$ cat config.mk
export PLATFORM = sky130hd
export DESIGN_NAME = lsdc_top
export DESIGN_NICKNAME = d
export VERILOG_FILES = /design/src/lsdc_pkg.sv /design/src/lsdc_drv_ctl.sv /design/src/lsdc_top.sv
export VERILOG_INCLUDE_DIRS = /design/src
export SDC_FILE = /design/constraint.sdc
export NUM_CORES = 1
export LEC_CHECK = 0
export BUFFER_PORTS_ARGS = -buffer_cell sky130_fd_sc_hd__clkbuf_2
export CAP_MARGIN = 20
export CORE_ASPECT_RATIO = 2
export CORE_UTILIZATION = 39
export CTS_BUF_LIST = sky130_fd_sc_hd__clkbuf_4
export DETAILED_ROUTE_END_ITERATION = 10
export PLACE_DENSITY = 0.83
export SLEW_MARGIN = 20
export SYNTH_ARGS = -nofsm -noshare
export SYNTH_HDL_FRONTEND = slang
export SYNTH_SLANG_ARGS = --single-unit
export TNS_END_PERCENT = 1
$ cat constraint.sdc
create_clock -name CLOCK_I -period 1.6 [get_ports CLOCK_I]
set_clock_uncertainty 0.2 [all_clocks]
set_input_delay 0.16 -clock CLOCK_I [delete_from_list [all_inputs] [get_ports CLOCK_I]]
set_output_delay 0.16 -clock CLOCK_I [all_outputs]
set_load 0.05 [all_outputs]
$ cat src/lsdc_regs.svh
// Register map, field positions, reset values and timing counts of the low-side driver configuration block.
// Assumes a word-index register map placed on 32-bit AHB-Lite words, one register per word.
`ifndef LSDC_REGS_SVH
`define LSDC_REGS_SVH

// ----------------------------------------------------------------------------
// Register offsets
// ----------------------------------------------------------------------------
`define LSDC_IDX_GATE_DATA 8'h00
`define LSDC_IDX_DRV_CFG 8'h01
`define LSDC_IDX_OC_TRIM 8'h02
`define LSDC_IDX_OL_STATUS 8'h05
`define LSDC_IDX_MODE 8'h08

// ----------------------------------------------------------------------------
// Field positions and reset values
// ----------------------------------------------------------------------------
`define LSDC_CFG_EN_LSB 0
`define LSDC_CFG_OLE_LSB 2
`define LSDC_TRIM_LSB 0
`define LSDC_CFG_RESET 4'h0
`define LSDC_GATE_RESET 2'h0
`define LSDC_TRIM_RESET 8'h00

// ----------------------------------------------------------------------------
// Timing counts
// ----------------------------------------------------------------------------
// Clock cycles that software waits after powering a driver before it turns the gate on.
// The real figure depends on the analog stage, so this is a plain default to be tuned.
`define LSDC_SETTLE_CYCLES 16

`endif

$ cat src/lsdc_pkg.sv
// Types shared by the low-side driver configuration files.
// Assumes the register header is included where offsets are needed.
package lsdc_pkg;
   typedef enum logic [1:0] {LSDC_LD_IDLE, LSDC_LD_REQ, LSDC_LD_DONE} lsdc_load_state_t;
endpackage : lsdc_pkg

$ cat src/lsdc_drv_ctl.sv
// One low-side driver control slice: power, gate and open-load detector gating.
// Assumes the analog stage samples these levels directly.
`timescale 1ns/1ps
module lsdc_drv_ctl
   import lsdc_pkg::*;
(
   input wire logic enable_i,
   input wire logic ol_enable_i,
   input wire logic gate_src_i,
   input wire logic ol_raw_i,
   output logic gate_on_o,
   output logic ol_active_o,
   output logic ol_status_o
);
   // A disabled driver is in shutdown, so gate and detector are both held off.
   assign gate_on_o = enable_i & gate_src_i;
   // The detector only measures while the gate is off, as current must not flow through the driver.
   assign ol_active_o = enable_i & ~gate_src_i & ol_enable_i;
   // Status is only meaningful while the detector runs; otherwise it reads zero.
   assign ol_status_o = ol_active_o & ol_raw_i;
endmodule : lsdc_drv_ctl

$ cat src/lsdc_top.sv
// Top of the low-side driver configuration block: AHB-Lite slave, config, gate data and trim registers.
// Assumes a single AHB-Lite master, a flash loader handshake for the trim value, and analog driver stages.
`timescale 1ns/1ps
`include "lsdc_regs.svh"

// Overview of operation
// - Configuration bits 3-2 enable open-load detection per driver, one bit each.
// - A driver's open-load detector runs only when enabled, gate undriven and detection enabled.
// - Configuration bits 1-0 power each driver, where 1 enables it.
// - A driver whose enable bit is 0 is held in shutdown with gate and detector off.
// - The trim register reads at any time and takes writes only in special mode.
// - After system reset the trim register is loaded from nonvolatile memory.
// - Trim bits 1-0 set the over-current threshold shared by both drivers.
// - The trim value is decoded one-hot: 0 to 0001, 1 to 0010, 2 to 0100, 3 to 1000.
// - A gate data bit of 1 turns the gate on and 0 turns it off.
// - Each driver reports open-load status, valid only while its detector is active.
module lsdc_top
   import lsdc_pkg::*;
(
   input wire logic CLOCK_I,
   input wire logic SYS_RST_I,
   input wire logic HSEL_I,
   input wire logic [31:0] HADDR_I,
   input wire logic [1:0] HTRANS_I,
   input wire logic HWRITE_I,
   input wire logic [2:0] HSIZE_I,
   input wire logic [31:0] HWDATA_I,
   input wire logic HREADY_I,
   output logic [31:0] HRDATA_O,
   output logic HREADYOUT_O,
   output logic HRESP_O,
   input wire logic SPECIAL_MODE_I,
   input wire logic [7:0] FLASH_TRIM_I,
   input wire logic FLASH_VALID_I,
   output logic FLASH_REQ_O,
   input wire logic [1:0] OPEN_LOAD_RAW_I,
   output logic [1:0] DRIVER_POWER_ENABLE_O,
   output logic [1:0] GATE_ON_O,
   output logic [1:0] OPEN_LOAD_ACTIVE_O,
   output logic [3:0] OC_THRESHOLD_SEL_O
);

   // ----------------------------------------------------------------------------
   // Bus address phase capture
   // ----------------------------------------------------------------------------
   logic wr_pend_ff;
   logic [7:0] wr_idx_ff;
   logic [3:0] cfg_ff;
   logic [1:0] gate_data_ff;
   logic [7:0] trim_ff;
   logic special_ff;
   logic [2:0] mode_sync_ff;
   logic [2:0] ol_sync_ff [0:1];
   logic [1:0] ol_raw_stable;
   logic [1:0] ol_status;
   lsdc_load_state_t load_state_ff;
   logic addr_ok;
   logic [7:0] rd_idx;
   logic [31:0] nxt_rdata;

   // Only aligned word accesses decode; others still get OKAY and read zero.
   assign addr_ok = HSEL_I & HREADY_I & HTRANS_I[1] & (HADDR_I[1:0] == 2'h0) & (HSIZE_I == 3'h2);
   assign rd_idx = HADDR_I[9:2];
   assign HREADYOUT_O = 1'b1;
   assign HRESP_O = 1'b0;

   // Writes are held to the data phase, since hwdata arrives one cycle after the address.
   always_ff @(posedge CLOCK_I) begin
      if (SYS_RST_I) begin
         wr_pend_ff <= 1'b0;
         wr_idx_ff <= 8'h00;
      end else begin
         wr_pend_ff <= addr_ok & HWRITE_I;
         wr_idx_ff <= rd_idx;
      end
   end

   // ----------------------------------------------------------------------------
   // Configuration and gate data registers
   // ----------------------------------------------------------------------------
   // Both drivers come out of reset powered down with detection off.
   always_ff @(posedge CLOCK_I) begin
      if (SYS_RST_I) begin
         cfg_ff <= `LSDC_CFG_RESET;
      end else if (wr_pend_ff && wr_idx_ff == `LSDC_IDX_DRV_CFG) begin
         cfg_ff <= HWDATA_I[3:0];
      end
   end

   // Gate data is the control source for both gates.
   always_ff @(posedge CLOCK_I) begin
      if (SYS_RST_I) begin
         gate_data_ff <= `LSDC_GATE_RESET;
      end else if (wr_pend_ff && wr_idx_ff == `LSDC_IDX_GATE_DATA) begin
         gate_data_ff <= HWDATA_I[1:0];
      end
   end

   // Special mode is a pin from outside this clock domain: three stages, counted once the last two agree.
   // A glitch on the strap therefore cannot open the trim register for a single stray cycle.
   always_ff @(posedge CLOCK_I) begin
      if (SYS_RST_I) begin
         mode_sync_ff <= 3'h0;
         special_ff <= 1'b0;
      end else begin
         mode_sync_ff <= {mode_sync_ff[1:0], SPECIAL_MODE_I};
         if (mode_sync_ff[1] == mode_sync_ff[2]) begin
            special_ff <= mode_sync_ff[2];
         end
      end
   end

   // ----------------------------------------------------------------------------
   // Trim register with flash reload
   // ----------------------------------------------------------------------------
   // After reset release the trim is requested from flash; a flash load wins over a bus write in the same cycle.
   always_ff @(posedge CLOCK_I) begin
      if (SYS_RST_I) begin
         load_state_ff <= LSDC_LD_IDLE;
      end else begin
         case (load_state_ff)
            LSDC_LD_IDLE: load_state_ff <= LSDC_LD_REQ;
            LSDC_LD_REQ: if (FLASH_VALID_I) load_state_ff <= LSDC_LD_DONE;
            LSDC_LD_DONE: load_state_ff <= LSDC_LD_DONE;
            default: load_state_ff <= LSDC_LD_IDLE;
         endcase
      end
   end
   assign FLASH_REQ_O = (load_state_ff == LSDC_LD_REQ);

   always_ff @(posedge CLOCK_I) begin
      if (SYS_RST_I) begin
         trim_ff <= `LSDC_TRIM_RESET;
      end else if (load_state_ff == LSDC_LD_REQ && FLASH_VALID_I) begin
         trim_ff <= FLASH_TRIM_I;
      end else if (wr_pend_ff && wr_idx_ff == `LSDC_IDX_OC_TRIM && special_ff) begin
         trim_ff <= HWDATA_I[7:0];
      end
   end

   // One-hot threshold select shared by both over-current comparators.
   always_comb begin
      OC_THRESHOLD_SEL_O = 4'h0;
      OC_THRESHOLD_SEL_O[trim_ff[`LSDC_TRIM_LSB +: 2]] = 1'b1;
   end

   // ----------------------------------------------------------------------------
   // Driver slices
   // ----------------------------------------------------------------------------
   // Open-load comparator outputs are analog and asynchronous: three stages, two must agree.
   genvar g;
   generate
      for (g = 0; g < 2; g = g + 1) begin : g_drv
         logic stable_ff;
         always_ff @(posedge CLOCK_I) begin
            if (SYS_RST_I) begin
               ol_sync_ff[g] <= 3'h0;
               stable_ff <= 1'b0;
            end else begin
               ol_sync_ff[g] <= {ol_sync_ff[g][1:0], OPEN_LOAD_RAW_I[g]};
               if (ol_sync_ff[g][1] == ol_sync_ff[g][2]) begin
                  stable_ff <= ol_sync_ff[g][2];
               end
            end
         end
         assign ol_raw_stable[g] = stable_ff;
         lsdc_drv_ctl u_drv (
            .enable_i(cfg_ff[`LSDC_CFG_EN_LSB + g]),
            .ol_enable_i(cfg_ff[`LSDC_CFG_OLE_LSB + g]),
            .gate_src_i(gate_data_ff[g]),
            .ol_raw_i(ol_raw_stable[g]),
            .gate_on_o(GATE_ON_O[g]),
            .ol_active_o(OPEN_LOAD_ACTIVE_O[g]),
            .ol_status_o(ol_status[g])
         );
      end
   endgenerate
   assign DRIVER_POWER_ENABLE_O = cfg_ff[`LSDC_CFG_EN_LSB +: 2];

   // ----------------------------------------------------------------------------
   // Read data
   // ----------------------------------------------------------------------------
   // Read data is registered in the address phase so it stands through the data phase.
   always_comb begin
      nxt_rdata = 32'h0000_0000;
      if (addr_ok && !HWRITE_I) begin
         case (rd_idx)
            `LSDC_IDX_GATE_DATA: nxt_rdata = {30'h0, gate_data_ff};
            `LSDC_IDX_DRV_CFG: nxt_rdata = {28'h0, cfg_ff};
            `LSDC_IDX_OC_TRIM: nxt_rdata = {24'h0, trim_ff};
            `LSDC_IDX_OL_STATUS: nxt_rdata = {30'h0, ol_status};
            `LSDC_IDX_MODE: nxt_rdata = {31'h0, special_ff};
            default: nxt_rdata = 32'h0000_0000;
         endcase
      end
   end

   always_ff @(posedge CLOCK_I) begin
      if (SYS_RST_I) begin
         HRDATA_O <= 32'h0000_0000;
      end else begin
         HRDATA_O <= nxt_rdata;
      end
   end
endmodule : lsdc_top

==> impl_metrics.ini <==
[status]
status = finished with violations
violations = setup timing

[sta]
slew_viol_final = 0
hold_viol_final = 0
period_share_pct = 109
grt_setup_unrepaired = true
finalSetupViolCount = 10
fin_ws_ps = -145
fin_crit_ps = 1750
finalHoldWorstSlack_ps = 30.4
max_freq_mhz = 573

[logic_synthesis]
syn_inst = 213
syn-cell-area_um2 = 2010
yosysSeqAreaShare_pct = 44.8
yosys.area.top_type = dfxtp_1
synth_cell_types = 37
synthTopCellsByArea = dfxtp_1, buf_4, mux2i_1
synth.top_cell.area_share_pct = 44.8
synth_warnings = 0
synth_edf_count = 0
syn_area_per_cell_um2 = 9.44
synthFlopType = dfxtp_1
ys_ff_latch = 45
async_reset_ff_share_pct = 0

[floorplan]
initial_core_util_pct = 41.0
die_y_um = 104
num_io_pins = 131
rows = 36
dieArea_um2 = 5460
die_w_um = 52.8
core-area_um2 = 4910

[placement]
dpl.hpwl_um = 3230
numPortBuffers = 57
place.gp.congestion = 0.909

[grt]
grt-ovfl-total = 0
grt_pass1_wl_um = 6850
grtUsageMet1_pct = 16.0
grt_pass1_vias = 1597
antenna_found_initial = 0
grt_util_met3_pct = 3.67
top_usage_layer = met2
grt_usage_pct = 17.1
grt_max_degree = 37
met2_usage_pct = 30.5

[critical_path]
cp_num_buf_inv = 1
crit_slowest_cell = or4_4
path_class = reg -> reg
path_depth = 5
critPathTopFamily = simple AND/OR/NAND/NOR gates
crit_start = wr_idx_ff[2]
r2r_cells = 5
r2r_start = wr_idx_ff[2]
critical_path_arrival_ps = 1790
max_stage_delay_ps = 540
cp_max_fo = 2
critPathCaptureType = register
start_kind = register
cp.required_ps = 1650
rrSetupSlack_ps = -150
path_cells = or4_4, nor3b_4, buf_6, mux2i_1, nor2_1

[hold_path]
min-delay-start = FLASH_VALID_I
holdPathStages = 4
hp-class = in -> reg

[cells_and_area]
diodes = 0
drive_gt1_share_pct = 30.0
area_growth_pct = 33.4
final_cell_mix = clkbuf_2, dfxtp_1, dlygate4sd3_1
layout_commonest_cell = clkbuf_2
nets = 387

[drt]
drt_iter0_markers = 21
routed_wl_um = 4360
routed_via_density = 4.75
final_antenna_net_count = 0
vias = 1694
remaining_drc_errors = 0
dr.pass1.iters = 4
wire_per_inst_um = 12.2

[pwr]
powerDensity_nw_per_um2 = 941
power_mw = 2.52
peakVddDrop_v = 0.000846
p_leak_nw = 1.26

[clock_network]
clk_pin_slew_worst_paths_ps = 130
cts_buffers = 5
root_buffer = clkbuf_4
cts-htree-levels = 2
post-cts-setup-buffers = 0
cts_tree = yes
clock_latency_ps = 360
clock-sinks = 45
cts-root-to-sink-buffers = 2

[run]
drv_cap = 0
==> synthesized netlist by cell type, drive strengths merged, types with 2 or more instances <==
cell type  number
nand2           6
and2            8
ha              2
buf            34
mux2i          18
a211oi          8
clkbuf          5
nor2           26
nor4            4
o21ai           3
nor3            2
nand2b          2
dfxtp          45
inv             8
a32oi           3
a21oi           3
or4             2
nor2b          17
conb            2
==> logic make-up (layout without fill, tap and decap cells) <==
logic type | after synthesis | count (layout) | share of synthesized area, %
other cells | 2 | 26 | 0.374
compound gates | 22 | 22 | 7.78
fa+ha+maj | 2 | 2 | 1.24
buf+inv | 47 | 110 | 14.7
xor+xnor | 1 | 1 | 0.436
mux | 18 | 18 | 8.96
simple gates | 76 | 76 | 21.7
flops | 45 | 45 | 44.8
==> report_power, final <==
part	internal, mW	total, mW	switching (mW)	leakage (nW)
clock network	0.166	0.521	0.356	0.0310
registers	1.21	1.28	0.0627	0.371
logic	0.273	0.728	0.454	0.860
total	1.65	2.52	0.873	1.26
==> worst register-to-register path: stages (launching register included) <==
cell     delay, ps
dfxtp_1        330
or4_4          540
nor3b_4        220
buf_6          130
mux2i_1        170
nor2_1          50
==> layer usage <==
metal  share of wire [%]  wire length (um)  vias to the layer above
met2                  56              2430                       72
met3                 5.7               248                       16
met5                   0                 0                        -
met4                 4.3               189                        0
li1                    -                 -                      833
met1                  34              1500                      773
==> worst paths after layout <==
| path | end |
|---|---|
| max | gate_data_ff[0] |
| min | load_state_ff[1] |
| max reg2reg | gate_data_ff[0] |
| min reg2reg | ol_sync_ff[0][1] |
==> through the flow <==
step / TNS [ps] / area (um^2) / util [%] / std cells / worst slack [ps]
after floorplan: -622 / 2110 / - / 237 / -66.7
after global placement: -2220 / 2280 / 46.5 / 321 / -307
after detailed placement: -2360 / 2280 / 46.5 / 321 / -343
after CTS: -312 / 2660 / 54.2 / 357 / -153
after global routing: -1200 / 2680 / 54.6 / 357 / -226
final: -433 / 2680 / 54.6 / 357 / -145
==> what timing repair did <==
item | in CTS | in global routing
gates resized for setup | 13 | 12
pin swaps | 2 | 2
hold buffers | 28 | 0
setup endpoints to repair | 10 | 23
hold endpoints to repair | 26 | 0
==> state kept, by name, summed over array words and instances, names as in the netlist, 3 cells and up <==
| register | cells |
|---|---|
| HRDATA_O | 8 |
| cfg_ff | 4 |
| mode_sync_ff | 3 |
| ol_sync_ff | 6 |
| trim_ff | 8 |
| wr_idx_ff | 8 |
==> layout make-up <==
cell class / instances / area, um^2
fillers: 464 / 2230
multi-input cells: 145 / 927
flip-flops and latches: 45 / 913
repair buffers: 94 / 684
well taps: 57 / 71.3
clock buffers: 5 / 37.5
inverters: 8 / 30.0
clock inverters: 3 / 17.5
(Power assumes the default switching activity.)
